<file path="src/rtl/agu_consts.svh">
// Purpose: Constants of the address generation and bus cycle block
// Assumes: Included by the block and its package users
// Notes: Widths, fills, steps and the default peripheral map only, no logic
`ifndef AGU_CONSTS_SVH
`define AGU_CONSTS_SVH

// ----------------------------------------
// Address widths
// ----------------------------------------
`define AGU_EA_W 24
`define AGU_BUS_AW 16

// ----------------------------------------
// Fills and steps
// ----------------------------------------
`define AGU_ABS8_FILL 16'hFFFF
`define AGU_MIND_FILL 16'h0000
`define AGU_EXT24_TOP 8'h00
`define AGU_STEP_BYTE 32'h0000_0001
`define AGU_STEP_WORD 32'h0000_0002
`define AGU_STEP_LONG 32'h0000_0004

// ----------------------------------------
// Default peripheral map
// ----------------------------------------
`define AGU_PERIPH_BASE 16'hF000
`define AGU_PERIPH_END 16'hFEFF
`define AGU_PERIPH_WIDE_END 16'hF7FF
`define AGU_PERIPH_SLOW_BASE 16'hFC00

`endif

</file>
<file path="src/rtl/agu_pkg.sv">
// Purpose: Types of the address generation and bus cycle block
// Assumes: Nothing imported by users
// Notes: Request and bus carriers are packed structs
package agu_pkg;

	typedef enum logic [3:0] {
		AGU_M_REG = 4'h0,
		AGU_M_IND = 4'h1,
		AGU_M_DISP = 4'h2,
		AGU_M_POSTINC = 4'h3,
		AGU_M_PREDEC = 4'h4,
		AGU_M_ABS = 4'h5,
		AGU_M_IMM = 4'h6,
		AGU_M_PCREL = 4'h7,
		AGU_M_MIND = 4'h8
	} agu_mode_t;

	typedef enum logic [1:0] {
		AGU_SZ_BYTE = 2'h0,
		AGU_SZ_WORD = 2'h1,
		AGU_SZ_LONG = 2'h2
	} agu_size_t;

	typedef enum logic [1:0] {
		AGU_C_ARITH = 2'h0,
		AGU_C_XFER = 2'h1,
		AGU_C_BIT = 2'h2,
		AGU_C_BRANCH = 2'h3
	} agu_cls_t;

	typedef enum logic [2:0] {
		AGU_B_SET = 3'h0,
		AGU_B_CLR = 3'h1,
		AGU_B_NOT = 3'h2,
		AGU_B_TST = 3'h3,
		AGU_B_OTHER = 3'h4
	} agu_bitop_t;

	typedef enum logic [1:0] {
		AGU_CPU_RESET = 2'h0,
		AGU_CPU_EXEC = 2'h1,
		AGU_CPU_HALT = 2'h2,
		AGU_CPU_EXC = 2'h3
	} agu_cpu_t;

	typedef enum logic [1:0] {
		AGU_T_IDLE = 2'h0,
		AGU_T_1 = 2'h1,
		AGU_T_2 = 2'h2,
		AGU_T_3 = 2'h3
	} agu_bus_st_t;

	// Extension length: 0 = 8 bits, 1 = 16 bits, 2 = 24 bits, 3 = 32 bits
	typedef struct packed {
		agu_cls_t cls;
		agu_mode_t mode;
		agu_size_t size;
		logic [3:0] reg_sel;
		logic [1:0] ext_len;
		logic [31:0] ext;
		logic [23:0] pc;
		logic write;
		logic [31:0] wdata;
		logic bit_from_reg;
		logic [2:0] bit_reg;
		agu_bitop_t bitop;
		logic trap;
	} agu_req_t;

	typedef struct packed {
		logic [15:0] addr;
		logic rd;
		logic wr;
		logic byte_sz;
		logic [15:0] wdata;
	} agu_bus_t;

endpackage

</file>
<file path="src/rtl/agu_core.sv">
// Purpose: Effective address generation and on-chip bus cycles
// Assumes: Requests come from the decoder on clk_in; bus partner answers in the last state
// Notes: Sub clock selection happens upstream; one state is one clk_in period
`timescale 1ns/1ps
`include "agu_consts.svh"

module agu_core #(
	parameter logic [15:0] PERIPH_BASE = `AGU_PERIPH_BASE,
	parameter logic [15:0] PERIPH_END = `AGU_PERIPH_END,
	parameter logic [15:0] PERIPH_WIDE_END = `AGU_PERIPH_WIDE_END,
	parameter logic [15:0] PERIPH_SLOW_BASE = `AGU_PERIPH_SLOW_BASE
) (
	// Clock and reset
	input wire logic clk_in,
	input wire logic rstn_in,
	// Request
	input wire logic req_valid_in,
	input wire agu_pkg::agu_req_t req_in,
	// Register load port
	input wire logic rf_we_in,
	input wire logic [2:0] rf_idx_in,
	input wire logic [31:0] rf_data_in,
	// Processor state events
	input wire logic sleep_in,
	input wire logic wake_in,
	input wire logic exc_in,
	input wire logic exc_done_in,
	// On-chip bus
	input wire logic [15:0] bus_rdata_in,
	output agu_pkg::agu_bus_t bus_out,
	// Answer
	output logic ready_out,
	output logic done_out,
	output logic err_out,
	output logic [31:0] result_out,
	output logic [23:0] target_out,
	output logic [2:0] bitnum_out,
	output logic [1:0] trap_sel_out,
	output agu_pkg::agu_cpu_t cpu_state_out
);

	initial begin
		if (PERIPH_BASE > PERIPH_END || PERIPH_WIDE_END < PERIPH_BASE ||
			PERIPH_SLOW_BASE < PERIPH_BASE)
			$error("agu_core: peripheral map out of order");
	end

	typedef struct packed {
		agu_pkg::agu_cpu_t cpu;
		agu_pkg::agu_bus_st_t bst;
		logic [7:0][31:0] rf;
		agu_pkg::agu_bus_t bus;
		logic slow;
		logic bb;
		logic [2:0] nbeats;
		logic [1:0] beat;
		logic [31:0] data;
		logic [31:0] wl;
		logic mind;
		logic postinc;
		logic [2:0] wb_idx;
		logic [31:0] wb_val;
		logic ready;
		logic done;
		logic err;
		logic [31:0] result;
		logic [23:0] target;
		logic [2:0] bitnum;
		logic [1:0] trap_sel;
	} agu_state_t;

	agu_state_t s_r;
	agu_state_t s_nxt;

	function automatic logic [31:0] size_step(input agu_pkg::agu_size_t sz);
		unique case (sz)
			agu_pkg::AGU_SZ_BYTE: size_step = `AGU_STEP_BYTE;
			agu_pkg::AGU_SZ_WORD: size_step = `AGU_STEP_WORD;
			default: size_step = `AGU_STEP_LONG;
		endcase
	endfunction

	// ----------------------------------------
	// Address formation
	// ----------------------------------------
	logic acc;
	logic [31:0] regv;
	logic [31:0] disp32;
	logic [31:0] step;
	logic [31:0] dec32;
	logic [31:0] sum32;
	logic [23:0] ea24;
	logic [23:0] pcrel24;
	logic [15:0] ea16;
	logic legal;
	logic no_bus;
	logic periph;
	logic wide;
	logic bad_width;

	assign acc = req_valid_in && s_r.ready;
	assign regv = s_r.rf[req_in.reg_sel[2:0]];
	assign step = size_step(req_in.size);
	// A 24-bit extension arrives with a zero top byte
	assign disp32 = (req_in.ext_len == 2'h1) ? {{16{req_in.ext[15]}}, req_in.ext[15:0]} :
		{`AGU_EXT24_TOP, req_in.ext[23:0]};
	assign sum32 = regv + disp32;
	assign dec32 = regv - step;
	assign pcrel24 = req_in.pc + ((req_in.ext_len == 2'h0) ?
		{{16{req_in.ext[7]}}, req_in.ext[7:0]} :
		{{8{req_in.ext[15]}}, req_in.ext[15:0]});

	always_comb begin
		unique case (req_in.mode)
			agu_pkg::AGU_M_IND: ea24 = regv[23:0];
			agu_pkg::AGU_M_POSTINC: ea24 = regv[23:0];
			agu_pkg::AGU_M_DISP: ea24 = sum32[23:0];
			agu_pkg::AGU_M_PREDEC: ea24 = dec32[23:0];
			agu_pkg::AGU_M_ABS: begin
				if (req_in.ext_len == 2'h0)
					ea24 = {`AGU_ABS8_FILL, req_in.ext[7:0]};
				else if (req_in.ext_len == 2'h1)
					ea24 = {{8{req_in.ext[15]}}, req_in.ext[15:0]};
				else
					ea24 = req_in.ext[23:0];
			end
			agu_pkg::AGU_M_PCREL: ea24 = pcrel24;
			agu_pkg::AGU_M_MIND: ea24 = {`AGU_MIND_FILL, req_in.ext[7:0]};
			default: ea24 = 24'h00_0000;
		endcase
	end

	// Upper eight bits never reach the bus
	assign ea16 = ea24[15:0];
	assign periph = ea16 >= PERIPH_BASE && ea16 <= PERIPH_END;
	assign wide = !periph || ea16 <= PERIPH_WIDE_END;
	assign bad_width = periph && wide && req_in.size != agu_pkg::AGU_SZ_WORD;

	always_comb begin
		unique case (req_in.cls)
			agu_pkg::AGU_C_ARITH: legal = req_in.mode == agu_pkg::AGU_M_REG ||
				req_in.mode == agu_pkg::AGU_M_IMM;
			agu_pkg::AGU_C_XFER: legal = req_in.mode != agu_pkg::AGU_M_PCREL &&
				req_in.mode != agu_pkg::AGU_M_MIND;
			agu_pkg::AGU_C_BIT: legal = (req_in.mode == agu_pkg::AGU_M_REG ||
				req_in.mode == agu_pkg::AGU_M_IND || req_in.mode == agu_pkg::AGU_M_ABS) &&
				!(req_in.bit_from_reg && req_in.bitop == agu_pkg::AGU_B_OTHER);
			default: legal = req_in.mode == agu_pkg::AGU_M_IND ||
				req_in.mode == agu_pkg::AGU_M_ABS || req_in.mode == agu_pkg::AGU_M_PCREL ||
				req_in.mode == agu_pkg::AGU_M_MIND;
		endcase
	end

	// Jumps through register or absolute and PC relative calls need no operand fetch
	assign no_bus = req_in.mode == agu_pkg::AGU_M_REG || req_in.mode == agu_pkg::AGU_M_IMM ||
		(req_in.cls == agu_pkg::AGU_C_BRANCH && req_in.mode != agu_pkg::AGU_M_MIND);

	// ----------------------------------------
	// Next state
	// ----------------------------------------
	logic [31:0] shifted;
	logic [31:0] wl_start;

	assign shifted = s_r.bb ? {s_r.data[23:0], bus_rdata_in[7:0]} :
		{s_r.data[15:0], bus_rdata_in};

	always_comb begin
		unique case (req_in.size)
			agu_pkg::AGU_SZ_BYTE: wl_start = {req_in.wdata[7:0], 24'h00_0000};
			agu_pkg::AGU_SZ_WORD: wl_start = {req_in.wdata[15:0], 16'h0000};
			default: wl_start = req_in.wdata;
		endcase
	end

	always_comb begin
		s_nxt = s_r;
		s_nxt.done = 1'b0;
		s_nxt.err = 1'b0;
		unique case (s_r.cpu)
			agu_pkg::AGU_CPU_RESET: s_nxt.cpu = agu_pkg::AGU_CPU_EXEC;
			agu_pkg::AGU_CPU_EXEC: begin
				if (exc_in)
					s_nxt.cpu = agu_pkg::AGU_CPU_EXC;
				else if (sleep_in && s_r.bst == agu_pkg::AGU_T_IDLE && !acc)
					s_nxt.cpu = agu_pkg::AGU_CPU_HALT;
			end
			agu_pkg::AGU_CPU_HALT: begin
				if (exc_in)
					s_nxt.cpu = agu_pkg::AGU_CPU_EXC;
				else if (wake_in)
					s_nxt.cpu = agu_pkg::AGU_CPU_EXEC;
			end
			agu_pkg::AGU_CPU_EXC: begin
				if (exc_done_in)
					s_nxt.cpu = agu_pkg::AGU_CPU_EXEC;
			end
		endcase
		if (rf_we_in)
			s_nxt.rf[rf_idx_in] = rf_data_in;
		unique case (s_r.bst)
			agu_pkg::AGU_T_IDLE: begin
				if (acc) begin
					s_nxt.bitnum = req_in.bit_from_reg ? s_r.rf[req_in.bit_reg][2:0] :
						req_in.ext[2:0];
					s_nxt.trap_sel = req_in.trap ? req_in.ext[1:0] : 2'h0;
					s_nxt.target = ea24;
					if (!legal || (!no_bus && bad_width)) begin
						s_nxt.done = 1'b1;
						s_nxt.err = 1'b1;
					end else if (no_bus) begin
						s_nxt.done = 1'b1;
						if (req_in.mode == agu_pkg::AGU_M_IMM) begin
							unique case (req_in.size)
								agu_pkg::AGU_SZ_BYTE: s_nxt.result = {24'h00_0000, req_in.ext[7:0]};
								agu_pkg::AGU_SZ_WORD: s_nxt.result = {16'h0000, req_in.ext[15:0]};
								default: s_nxt.result = req_in.ext;
							endcase
						end else begin
							unique case (req_in.size)
								agu_pkg::AGU_SZ_BYTE: s_nxt.result = {24'h00_0000,
									req_in.reg_sel[3] ? regv[7:0] : regv[15:8]};
								agu_pkg::AGU_SZ_WORD: s_nxt.result = {16'h0000,
									req_in.reg_sel[3] ? regv[31:16] : regv[15:0]};
								default: s_nxt.result = regv;
							endcase
						end
					end else begin
						s_nxt.bst = agu_pkg::AGU_T_1;
						s_nxt.bus.addr = ea16;
						s_nxt.bus.rd = !req_in.write;
						s_nxt.bus.wr = req_in.write;
						s_nxt.bb = !wide || req_in.size == agu_pkg::AGU_SZ_BYTE;
						s_nxt.bus.byte_sz = s_nxt.bb;
						s_nxt.slow = periph && ea16 >= PERIPH_SLOW_BASE;
						if (!wide)
							s_nxt.nbeats = 3'(step);
						else
							s_nxt.nbeats = (req_in.size == agu_pkg::AGU_SZ_LONG) ? 3'h2 : 3'h1;
						s_nxt.beat = 2'h0;
						s_nxt.data = 32'h0000_0000;
						s_nxt.wl = wl_start;
						s_nxt.bus.wdata = s_nxt.bb ? {wl_start[31:24], wl_start[31:24]} :
							wl_start[31:16];
						s_nxt.mind = req_in.mode == agu_pkg::AGU_M_MIND;
						s_nxt.postinc = req_in.mode == agu_pkg::AGU_M_POSTINC;
						s_nxt.wb_idx = req_in.reg_sel[2:0];
						s_nxt.wb_val = regv + step;
						if (req_in.mode == agu_pkg::AGU_M_PREDEC)
							s_nxt.rf[req_in.reg_sel[2:0]] = dec32;
					end
				end
			end
			agu_pkg::AGU_T_1: s_nxt.bst = agu_pkg::AGU_T_2;
			agu_pkg::AGU_T_2, agu_pkg::AGU_T_3: begin
				if (s_r.bst == agu_pkg::AGU_T_2 && s_r.slow) begin
					s_nxt.bst = agu_pkg::AGU_T_3;
				end else begin
					s_nxt.data = shifted;
					if (3'({1'b0, s_r.beat}) + 3'h1 == s_r.nbeats) begin
						s_nxt.bst = agu_pkg::AGU_T_IDLE;
						s_nxt.bus.rd = 1'b0;
						s_nxt.bus.wr = 1'b0;
						s_nxt.done = 1'b1;
						if (s_r.mind)
							s_nxt.target = shifted[23:0];
						else
							s_nxt.result = shifted;
						if (s_r.postinc)
							s_nxt.rf[s_r.wb_idx] = s_r.wb_val;
					end else begin
						// Back-to-back cycles keep the split access indivisible
						s_nxt.bst = agu_pkg::AGU_T_1;
						s_nxt.beat = s_r.beat + 2'h1;
						s_nxt.bus.addr = s_r.bus.addr + (s_r.bb ? 16'h0001 : 16'h0002);
						s_nxt.wl = s_r.bb ? {s_r.wl[23:0], 8'h00} : {s_r.wl[15:0], 16'h0000};
						s_nxt.bus.wdata = s_r.bb ? {s_nxt.wl[31:24], s_nxt.wl[31:24]} :
							s_nxt.wl[31:16];
					end
				end
			end
		endcase
		s_nxt.ready = s_nxt.bst == agu_pkg::AGU_T_IDLE && s_nxt.cpu == agu_pkg::AGU_CPU_EXEC;
	end

	always_ff @(posedge clk_in) begin
		if (!rstn_in) begin
			s_r <= '0;
		end else begin
			s_r <= s_nxt;
		end
	end

	// ----------------------------------------
	// Outputs
	// ----------------------------------------
	assign bus_out = s_r.bus;
	assign ready_out = s_r.ready;
	assign done_out = s_r.done;
	assign err_out = s_r.err;
	assign result_out = s_r.result;
	assign target_out = s_r.target;
	assign bitnum_out = s_r.bitnum;
	assign trap_sel_out = s_r.trap_sel;
	assign cpu_state_out = s_r.cpu;

	// ----------------------------------------
	// Checks
	// ----------------------------------------
	logic acc_bus;
	assign acc_bus = acc && legal && !no_bus && !bad_width;
endmodule

</file>
<file path="config.mk">
export PLATFORM = sky130hd
export DESIGN_NAME = agu_core
export DESIGN_NICKNAME = d
export VERILOG_FILES = /design/src/rtl/agu_pkg.sv /design/src/rtl/agu_core.sv
export VERILOG_INCLUDE_DIRS = /design/src /design/src/rtl
export SDC_FILE = /design/constraint.sdc
export NUM_CORES = 2
export LEC_CHECK = 0
export BUFFER_PORTS_ARGS = -buffer_cell sky130_fd_sc_hd__buf_2
export CORE_MARGIN = 3
export CORE_UTILIZATION = 25
export CTS_BUF_LIST = sky130_fd_sc_hd__clkbuf_16
export DETAILED_ROUTE_END_ITERATION = 16
export PLACE_DENSITY_LB_ADDON = 0.05
export SLEW_MARGIN = 20
export SYNTH_ARGS = -nofsm -noshare
export SYNTH_HDL_FRONTEND = slang
export SYNTH_SLANG_ARGS = --single-unit
</file>
<file path="constraint.sdc">
create_clock -name clk_in -period 9.65 [get_ports clk_in]
set_clock_uncertainty 0.15 [all_clocks]
set_input_delay 1.93 -clock clk_in [delete_from_list [all_inputs] [get_ports clk_in]]
set_output_delay 1.93 -clock clk_in [all_outputs]
set_load 0.005 [all_outputs]
</file>
# Word level (Yosys, flattened, before mapping)
# Cells that the tools add are included.
[word_totals] wordCells=214 output_inout_bits=101 ff_bits=450
[classes] addsub=7 n_lt_le_gt_ge=11 n_reduce_logical=52 eq_ne=35 bitwise_logic=2 mux=76
[op_table] cell="$mux 401" n=3
[op_table] cell="$mux 256" n=4
[op_table] cell="$bwmux 256" n=3
[op_table] cell="$pmux 274 s2" n=1
[op_table] cell="$mux 32" n=11
[op_table] cell="$demux 32 s3" n=3
[op_table] cell="$mux 274" n=1
[op_table] cell="$bmux 32 s3" n=2
[op_table] cell="$pmux 32 s2" n=3
[op_table] cell="$pmux 24 s6" n=1
[op_table] cell="$pmux 66 s2" n=1
[op_table] cell="$mux 24" n=5
[op_table] cell="$mux 56" n=2
[op_table] cell="$pmux 56 s2" n=1
[op_table] cell="$mux 66" n=1
[op_table] cell="$mux 16" n=4
[op_table] cell="$mux 63" n=1
[op_table] cell="$add 24x24->24" n=2
[op_table] cell="$add 32x3->32" n=1
[op_table] cell="$ge 16x16->1 const B" n=2
[op_table] cell="$le 16x16->1 const B" n=2
[op_table] cell="$pmux 16 s2" n=1
[op_table] cell="$sub 32x3->32" n=1
[op_table] cell="$mux 8" n=3
[op_table] cell="other kinds (39)" n=124

# Depth between registers and ports, before layout
[logic_depth] word_depth=17 depth_mapped=28 depth_no_buf=19

# Worst setup path before layout
# No wires, ideal clock.
[synth_timing] path_kind="input port to flip-flop" startpoint="input port req_in[101] (netlist name)" endpoint="register s_r[114] (netlist name)" setup_ns=0.132 path_slack_ns=1.584 arrival_ns=7.784 path_stages=28 cell_sequence="buf_2 -> buf_4 -> buf_4 -> buf_4 -> buf_2 -> buf_1 -> buf_1 -> buf_1 -> mux2i_1 -> nor2_1 -> a21oi_1 -> a21oi_1 -> a221o_1 -> ha_1 -> nor2b_1 -> o21ai_0 -> nand3b_1 -> or4_4 -> buf_2 -> nor4_1 -> o21ai_1 -> o211a_2 -> o311ai_4 -> buf_4 -> nor2_1 -> buf_2 -> a221oi_1 -> nor3_1"
[synth_between] elab_chain_cells=14
[synth_rtl] item="from (decl)" line="agu_core.sv:18" source="input wire agu_pkg::agu_req_t req_in,"
[synth_rtl] item="$bmux 32 s3 *" line="agu_core.sv:102" source="assign regv = s_r.rf[req_in.reg_sel[2:0]];"
[synth_rtl] item="$mux 32 (not written as such) *" line="agu_core.sv:102"
[synth_rtl] item="$sub 32x3->32 or $add 24x24->24 (tied branches)" line="agu_core.sv:108, agu_core.sv:107"
[synth_rtl] item="$pmux 24 s6 *" line="agu_core.sv:114" source="unique case (req_in.mode)"
[synth_rtl] item="$ge 16x16->1 or $le 16x16->1 (tied branches)" line="agu_core.sv:135" source="assign periph = ea16 >= PERIPH_BASE && ea16 <= PERIPH_END;"
[synth_rtl] item="$logic_and 1x1->1" line="agu_core.sv:135"
[synth_rtl] item="$logic_not 1->1" line="agu_core.sv:136" source="assign wide = !periph || ea16 <= PERIPH_WIDE_END;"
[synth_rtl] item="$logic_or 1x1->1" line="agu_core.sv:136"
[synth_rtl] item="$logic_and 1x1->1 * (2 in a row)" line="agu_core.sv:137" source="assign bad_width = periph && wide && req_in.size != agu_pkg::AGU_SZ_WORD;"
[synth_rtl] item="$logic_and 1x1->1 *" line="agu_core.sv:207" source="if (!legal || (!no_bus && bad_width)) begin"
[synth_rtl] item="$logic_or 1x1->1 *" line="agu_core.sv:207"
[synth_rtl] item="$ne 2x2->1 (no line) *"
[synth_rtl] item="$reduce_and 6->1 (no line) *"
[synth_rtl] item="to (signal assigned)" line="agu_core.sv:289" source="s_r <= s_nxt;"
[synth_rtl] item="to (decl)" line="agu_core.sv:72" source="agu_state_t s_r;"
# Mark *: on every way between the ends. The rest lies on a longest branch, timed or not. The select of a mux whose other input is x is not followed.
# A chain may end at the register's enable or synchronous reset.

# Final worst setup path
[layout_timing] startpoint="input port req_in[101] (netlist name)" endpoint="register s_r[248] (netlist name)"
[layout_between] elab_chain_cells=15
[layout_rtl] item="$bmux 32 s3" line="agu_core.sv:102"
[layout_rtl] item="$mux 32 (not written as such)" line="agu_core.sv:102"
[layout_rtl] item="$sub 32x3->32 or $add 24x24->24 (tied branches)" line="agu_core.sv:108, agu_core.sv:107"
[layout_rtl] item="$pmux 24 s6" line="agu_core.sv:114"
[layout_rtl] item="$ge 16x16->1 or $le 16x16->1 (tied branches)" line="agu_core.sv:135"
[layout_rtl] item="$logic_and 1x1->1" line="agu_core.sv:135"
[layout_rtl] item="$logic_not 1->1" line="agu_core.sv:136"
[layout_rtl] item="$logic_or 1x1->1" line="agu_core.sv:136"
[layout_rtl] item="$logic_and 1x1->1 (2 in a row)" line="agu_core.sv:137"
[layout_rtl] item="$logic_and 1x1->1" line="agu_core.sv:207"
[layout_rtl] item="$logic_or 1x1->1" line="agu_core.sv:207"
[layout_rtl] item="$mux 401 *" line="agu_core.sv:207"
[layout_rtl] item="$mux 401 *" line="agu_core.sv:202" source="if (acc) begin"
[layout_rtl] item="$pmux 274 s2 *" line="agu_core.sv:200" source="unique case (s_r.bst)"
# Marks and branches as above.

==> results.py <==
metrics = {
    "synthesis": {
        "synth_fp_nets": 4204,
        "synth-seq-cells": 450,
        "ys_warn_count": 0,
        "syn_inst": 3973,
        "synth_area_leaders": "dfxtp_1, nand2_1, mux2i_1",
        "ys_async_sr_fraction": 0,
        "synth_area_um2": 31200,
        "ys_types": 99,
        "seq_area_frac_synth": 0.289,
        "avgSynthCellArea_um2": 7.85,
        "synth_top_area_frac": 0.289,
        "synth_edf_count": 0,
        "ys.flop_type": "dfxtp_1",
        "yosysTopAreaCell": "dfxtp_1",
    },
    "setup_path": {
        "ff2ff_path_depth": 15,
        "r2r_slack_ps": 3210,
        "crit_path_end": "s_r[248]$_SDFF_PN0_",
        "start_kind": "input pin",
        "cp_max_fo": 40,
        "crit_type": "input pin to register",
        "critPathCaptureType": "register",
        "rr_startpoint": "s_r[339]$_SDFF_PN0_",
        "critical_path_required_ps": 10030,
        "crit_start": "req_in[101]",
        "r2r-end": "s_r[248]$_SDFF_PN0_",
        "critical_path_arrival_ps": 8600,
    },
    "floorplan": {
        "fp.dieH_um": 359,
        "ios": 271,
        "initial_core_util": 0.254,
        "dieArea_um2": 129000,
        "row_count": 128,
        "coreArea_um2": 123000,
        "die_x_um": 359,
    },
    "min_path": {
        "holdPathStages": 2,
        "hold_path_class": "register to register",
    },
    "finish": {
        "layout-drive-gt1-share": 0.172,
        "area_delta_synth_final_pct": 13.8,
        "final_nets": 4220,
    },
    "timing": {
        "rsz0062_at_grt": "false",
        "max_freq_ghz": 0.122,
        "fin_crit_ps": 8230,
        "finalSetupViolCount": 0,
        "worst_pin_slew_ps": 1200,
        "min_period_over_period": 0.852,
        "hold_viol": 0,
        "setup_tns_ps": 0,
        "slew_headroom": 0.198,
        "setup_ws_ps": 1420,
        "slew_violations": 0,
    },
    "global_routing": {
        "antenna_found_initial": 12,
        "globalRoute.totalOverflow": 0,
        "grt_pass1_vias": 31503,
        "grt_pass1_wl_mm": 250,
        "grt.total_usage": 0.265,
        "grt_max_degree": 120,
    },
    "detailed_routing": {
        "drt_iter0_drc": 3028,
        "finalWirelength_mm": 178,
        "ant_nets": 0,
        "wl_per_cell_um": 31.5,
        "drtPass1Iterations": 7,
        "drc": 0,
        "num_vias": 32206,
        "routed_via_density": 5.68,
    },
    "outcome": {
        "outcome": "complete, no violations",
    },
    "place": {
        "place_congestion": 0.897,
        "dpl.hpwl_mm": 124,
        "portBuffers": 270,
        "pre_cts_ws_ps": 842,
    },
    "clock_tree": {
        "tritoncts": "built",
        "ctsHoldBuffers": 0,
        "root_buffer": "clkbuf_16",
        "postCtsSetupBuffers": 0,
        "cts-resized-gates": 0,
        "cts_buffer_depth": 3,
        "clock_latency_ps": 690,
        "htreeDepth": 2,
        "numCtsBuffers": 60,
        "cts_num_sinks": 450,
        "clk_pin_slew_ps": 60,
    },
    "pwr": {
        "power_density_nw_per_um2": 145,
        "internal-power_mw": 3.40,
        "clkPwrFrac": 0.418,
        "switchingPower_mw": 1.76,
        "pwr-share-seq": 0.379,
        "ir_drop_mv": 0.137,
        "p_comb_frac": 0.203,
        "p_leak_nw": 12.9,
        "p_sw_frac": 0.341,
    },
    "job": {
        "drv_cap": 0,
    },
}
cells in the mapped netlist, types with 24 or more instances:
cell / instances
nor2b_1: 28
a221o_1: 102
mux2_2: 84
a22o_1: 25
o221ai_1: 26
buf_2: 44
buf_4: 110
o31ai_1: 24
inv_1: 40
dfxtp_1: 450
nand2_1: 537
a21o_1: 29
o22ai_1: 66
mux2i_1: 198
ha_1: 56
and2_1: 32
nand3_1: 121
o21ai_0: 223
o21a_1: 49
a211oi_1: 48
nor2_1: 329
o2bb2ai_1: 34
nor3_1: 81
a31oi_1: 58
xnor2_1: 67
a22oi_1: 72
a21oi_1: 332
buf_1: 50
mux4_2: 35
clkbuf_1: 239
metal layers:
layer / up-vias / share of wire / wire length (um) / track usage
met2: 1309 / 0.46 / 82600 / 0.435
met4: 2 / 0.035 / 6260 / 0.0897
met3: 287 / 0.058 / 10400 / 0.0361
met5: - / 0.000090 / 16 / 0
met1: 16003 / 0.44 / 79200 / 0.355
li1: 14605 / - / - / -
flip-flops by register name (all words and copies together), names as in the netlist:
register / flops
target_out: 24
ready_out: 1
result_out: 32
cpu_state_out: 2
trap_sel_out: 2
err_out: 1
bus_out: 34
done_out: 1
bitnum_out: 3
s_r: 350
stage by stage:
| stage | total power, mW | hold WS (ps) | instance area (um^2) | utilization | instances |
|---|---|---|---|---|---|
| after CTS | 5.21 | 303 | 35500 | 0.289 | 5664 |
| after global routing | 5.34 | 321 | 35500 | 0.289 | 5665 |
| after floorplan | 2.58 | 280 | 31200 | - | 3973 |
| after global placement | 3.04 | 292 | 33700 | 0.274 | 5551 |
| final | 5.16 | 301 | 35500 | 0.289 | 5667 |
| after detailed placement | 3.03 | 296 | 33700 | 0.274 | 5552 |
cell families after synthesis:
group           after synthesis  share of synthesized area
xor+xnor                     84                     0.0236
fa+ha+maj                    61                     0.0257
mux                         323                      0.123
flops                       450                      0.289
buf+inv                     497                     0.0753
compound gates             1266                      0.276
simple gates               1292                      0.188
layout make-up:
class                   count  area [um^2]
diodes                      3         7.51
inverters                  52          203
clock inverters            52          303
well taps                1625         2030
flip-flops and latches    450         9010
multi-input cells        3026        20100
repair buffers            399         2350
fillers                 13359        87400
clock buffers              60         1500
critical path: stages:
cell       delay, ps
buf_4            490
buf_4            420
mux4_2           340
mux2i_1          610
inv_1            280
ha_1             430
and2_1           160
or4b_2           630
nand2_1          180
o41a_1           170
o2111ai_1        140
a31o_1           280
o22a_1           240
a311oi_2         830
a311o_2          920
buf_4            310
o22ai_1          100
power groups by stage:
stage | combinational [mW] | clock (mW) | sequential, mW
CTS | 1.04 | 2.21 | 1.95
global placement | 1.05 | 0 | 2.00
finish | 1.05 | 2.15 | 1.96
floorplan | 0.613 | 0 | 1.97
detailed placement | 1.04 | 0 | 1.99
global route | 1.12 | 2.27 | 1.96
worst min path at each step:
| stage | startpoint | slack, ps | endpoint |
|---|---|---|---|
| after floorplan | bus_out[17]$_SDFFE_PN0P_ | 280 | bus_out[17]$_SDFFE_PN0P_ |
| after global placement | s_r[171]$_SDFFE_PN0P_ | 290 | s_r[171]$_SDFFE_PN0P_ |
| after detailed placement | trap_sel_out[1]$_SDFFE_PN0P_ | 300 | trap_sel_out[1]$_SDFFE_PN0P_ |
| after CTS | trap_sel_out[1]$_SDFFE_PN0P_ | 300 | trap_sel_out[1]$_SDFFE_PN0P_ |
| after global routing | trap_sel_out[1]$_SDFFE_PN0P_ | 320 | trap_sel_out[1]$_SDFFE_PN0P_ |
| final | trap_sel_out[1]$_SDFFE_PN0P_ | 300 | trap_sel_out[1]$_SDFFE_PN0P_ |
cell usage in the layout, fill, tap and decap left out, types with 20 or more instances in the layout:
cell type    n
clkbuf_16   60
inv_1       58
nand2_1    536
ha_1        56
a22oi_1     72
buf_2      267
mux2_2      84
o21ai_0    221
nand3_1    121
nor2_1     317
and2_1      33
nand2b_1    22
o211ai_1    23
o221ai_1    26
a22o_1      25
xnor2_1     67
a31oi_1     57
dfxtp_1    448
a221oi_1    20
mux2i_1    197
nor2b_1     28
nor3_1      75
a21o_1      29
mux4_2      35
buf_4      129
o21a_1      49
clkinv_1    22
a221o_1    102
o31ai_1     24
a211oi_1    48
o2bb2ai_1   34
a21oi_1    331
o22ai_1     65
(Power assumes the default switching activity.)
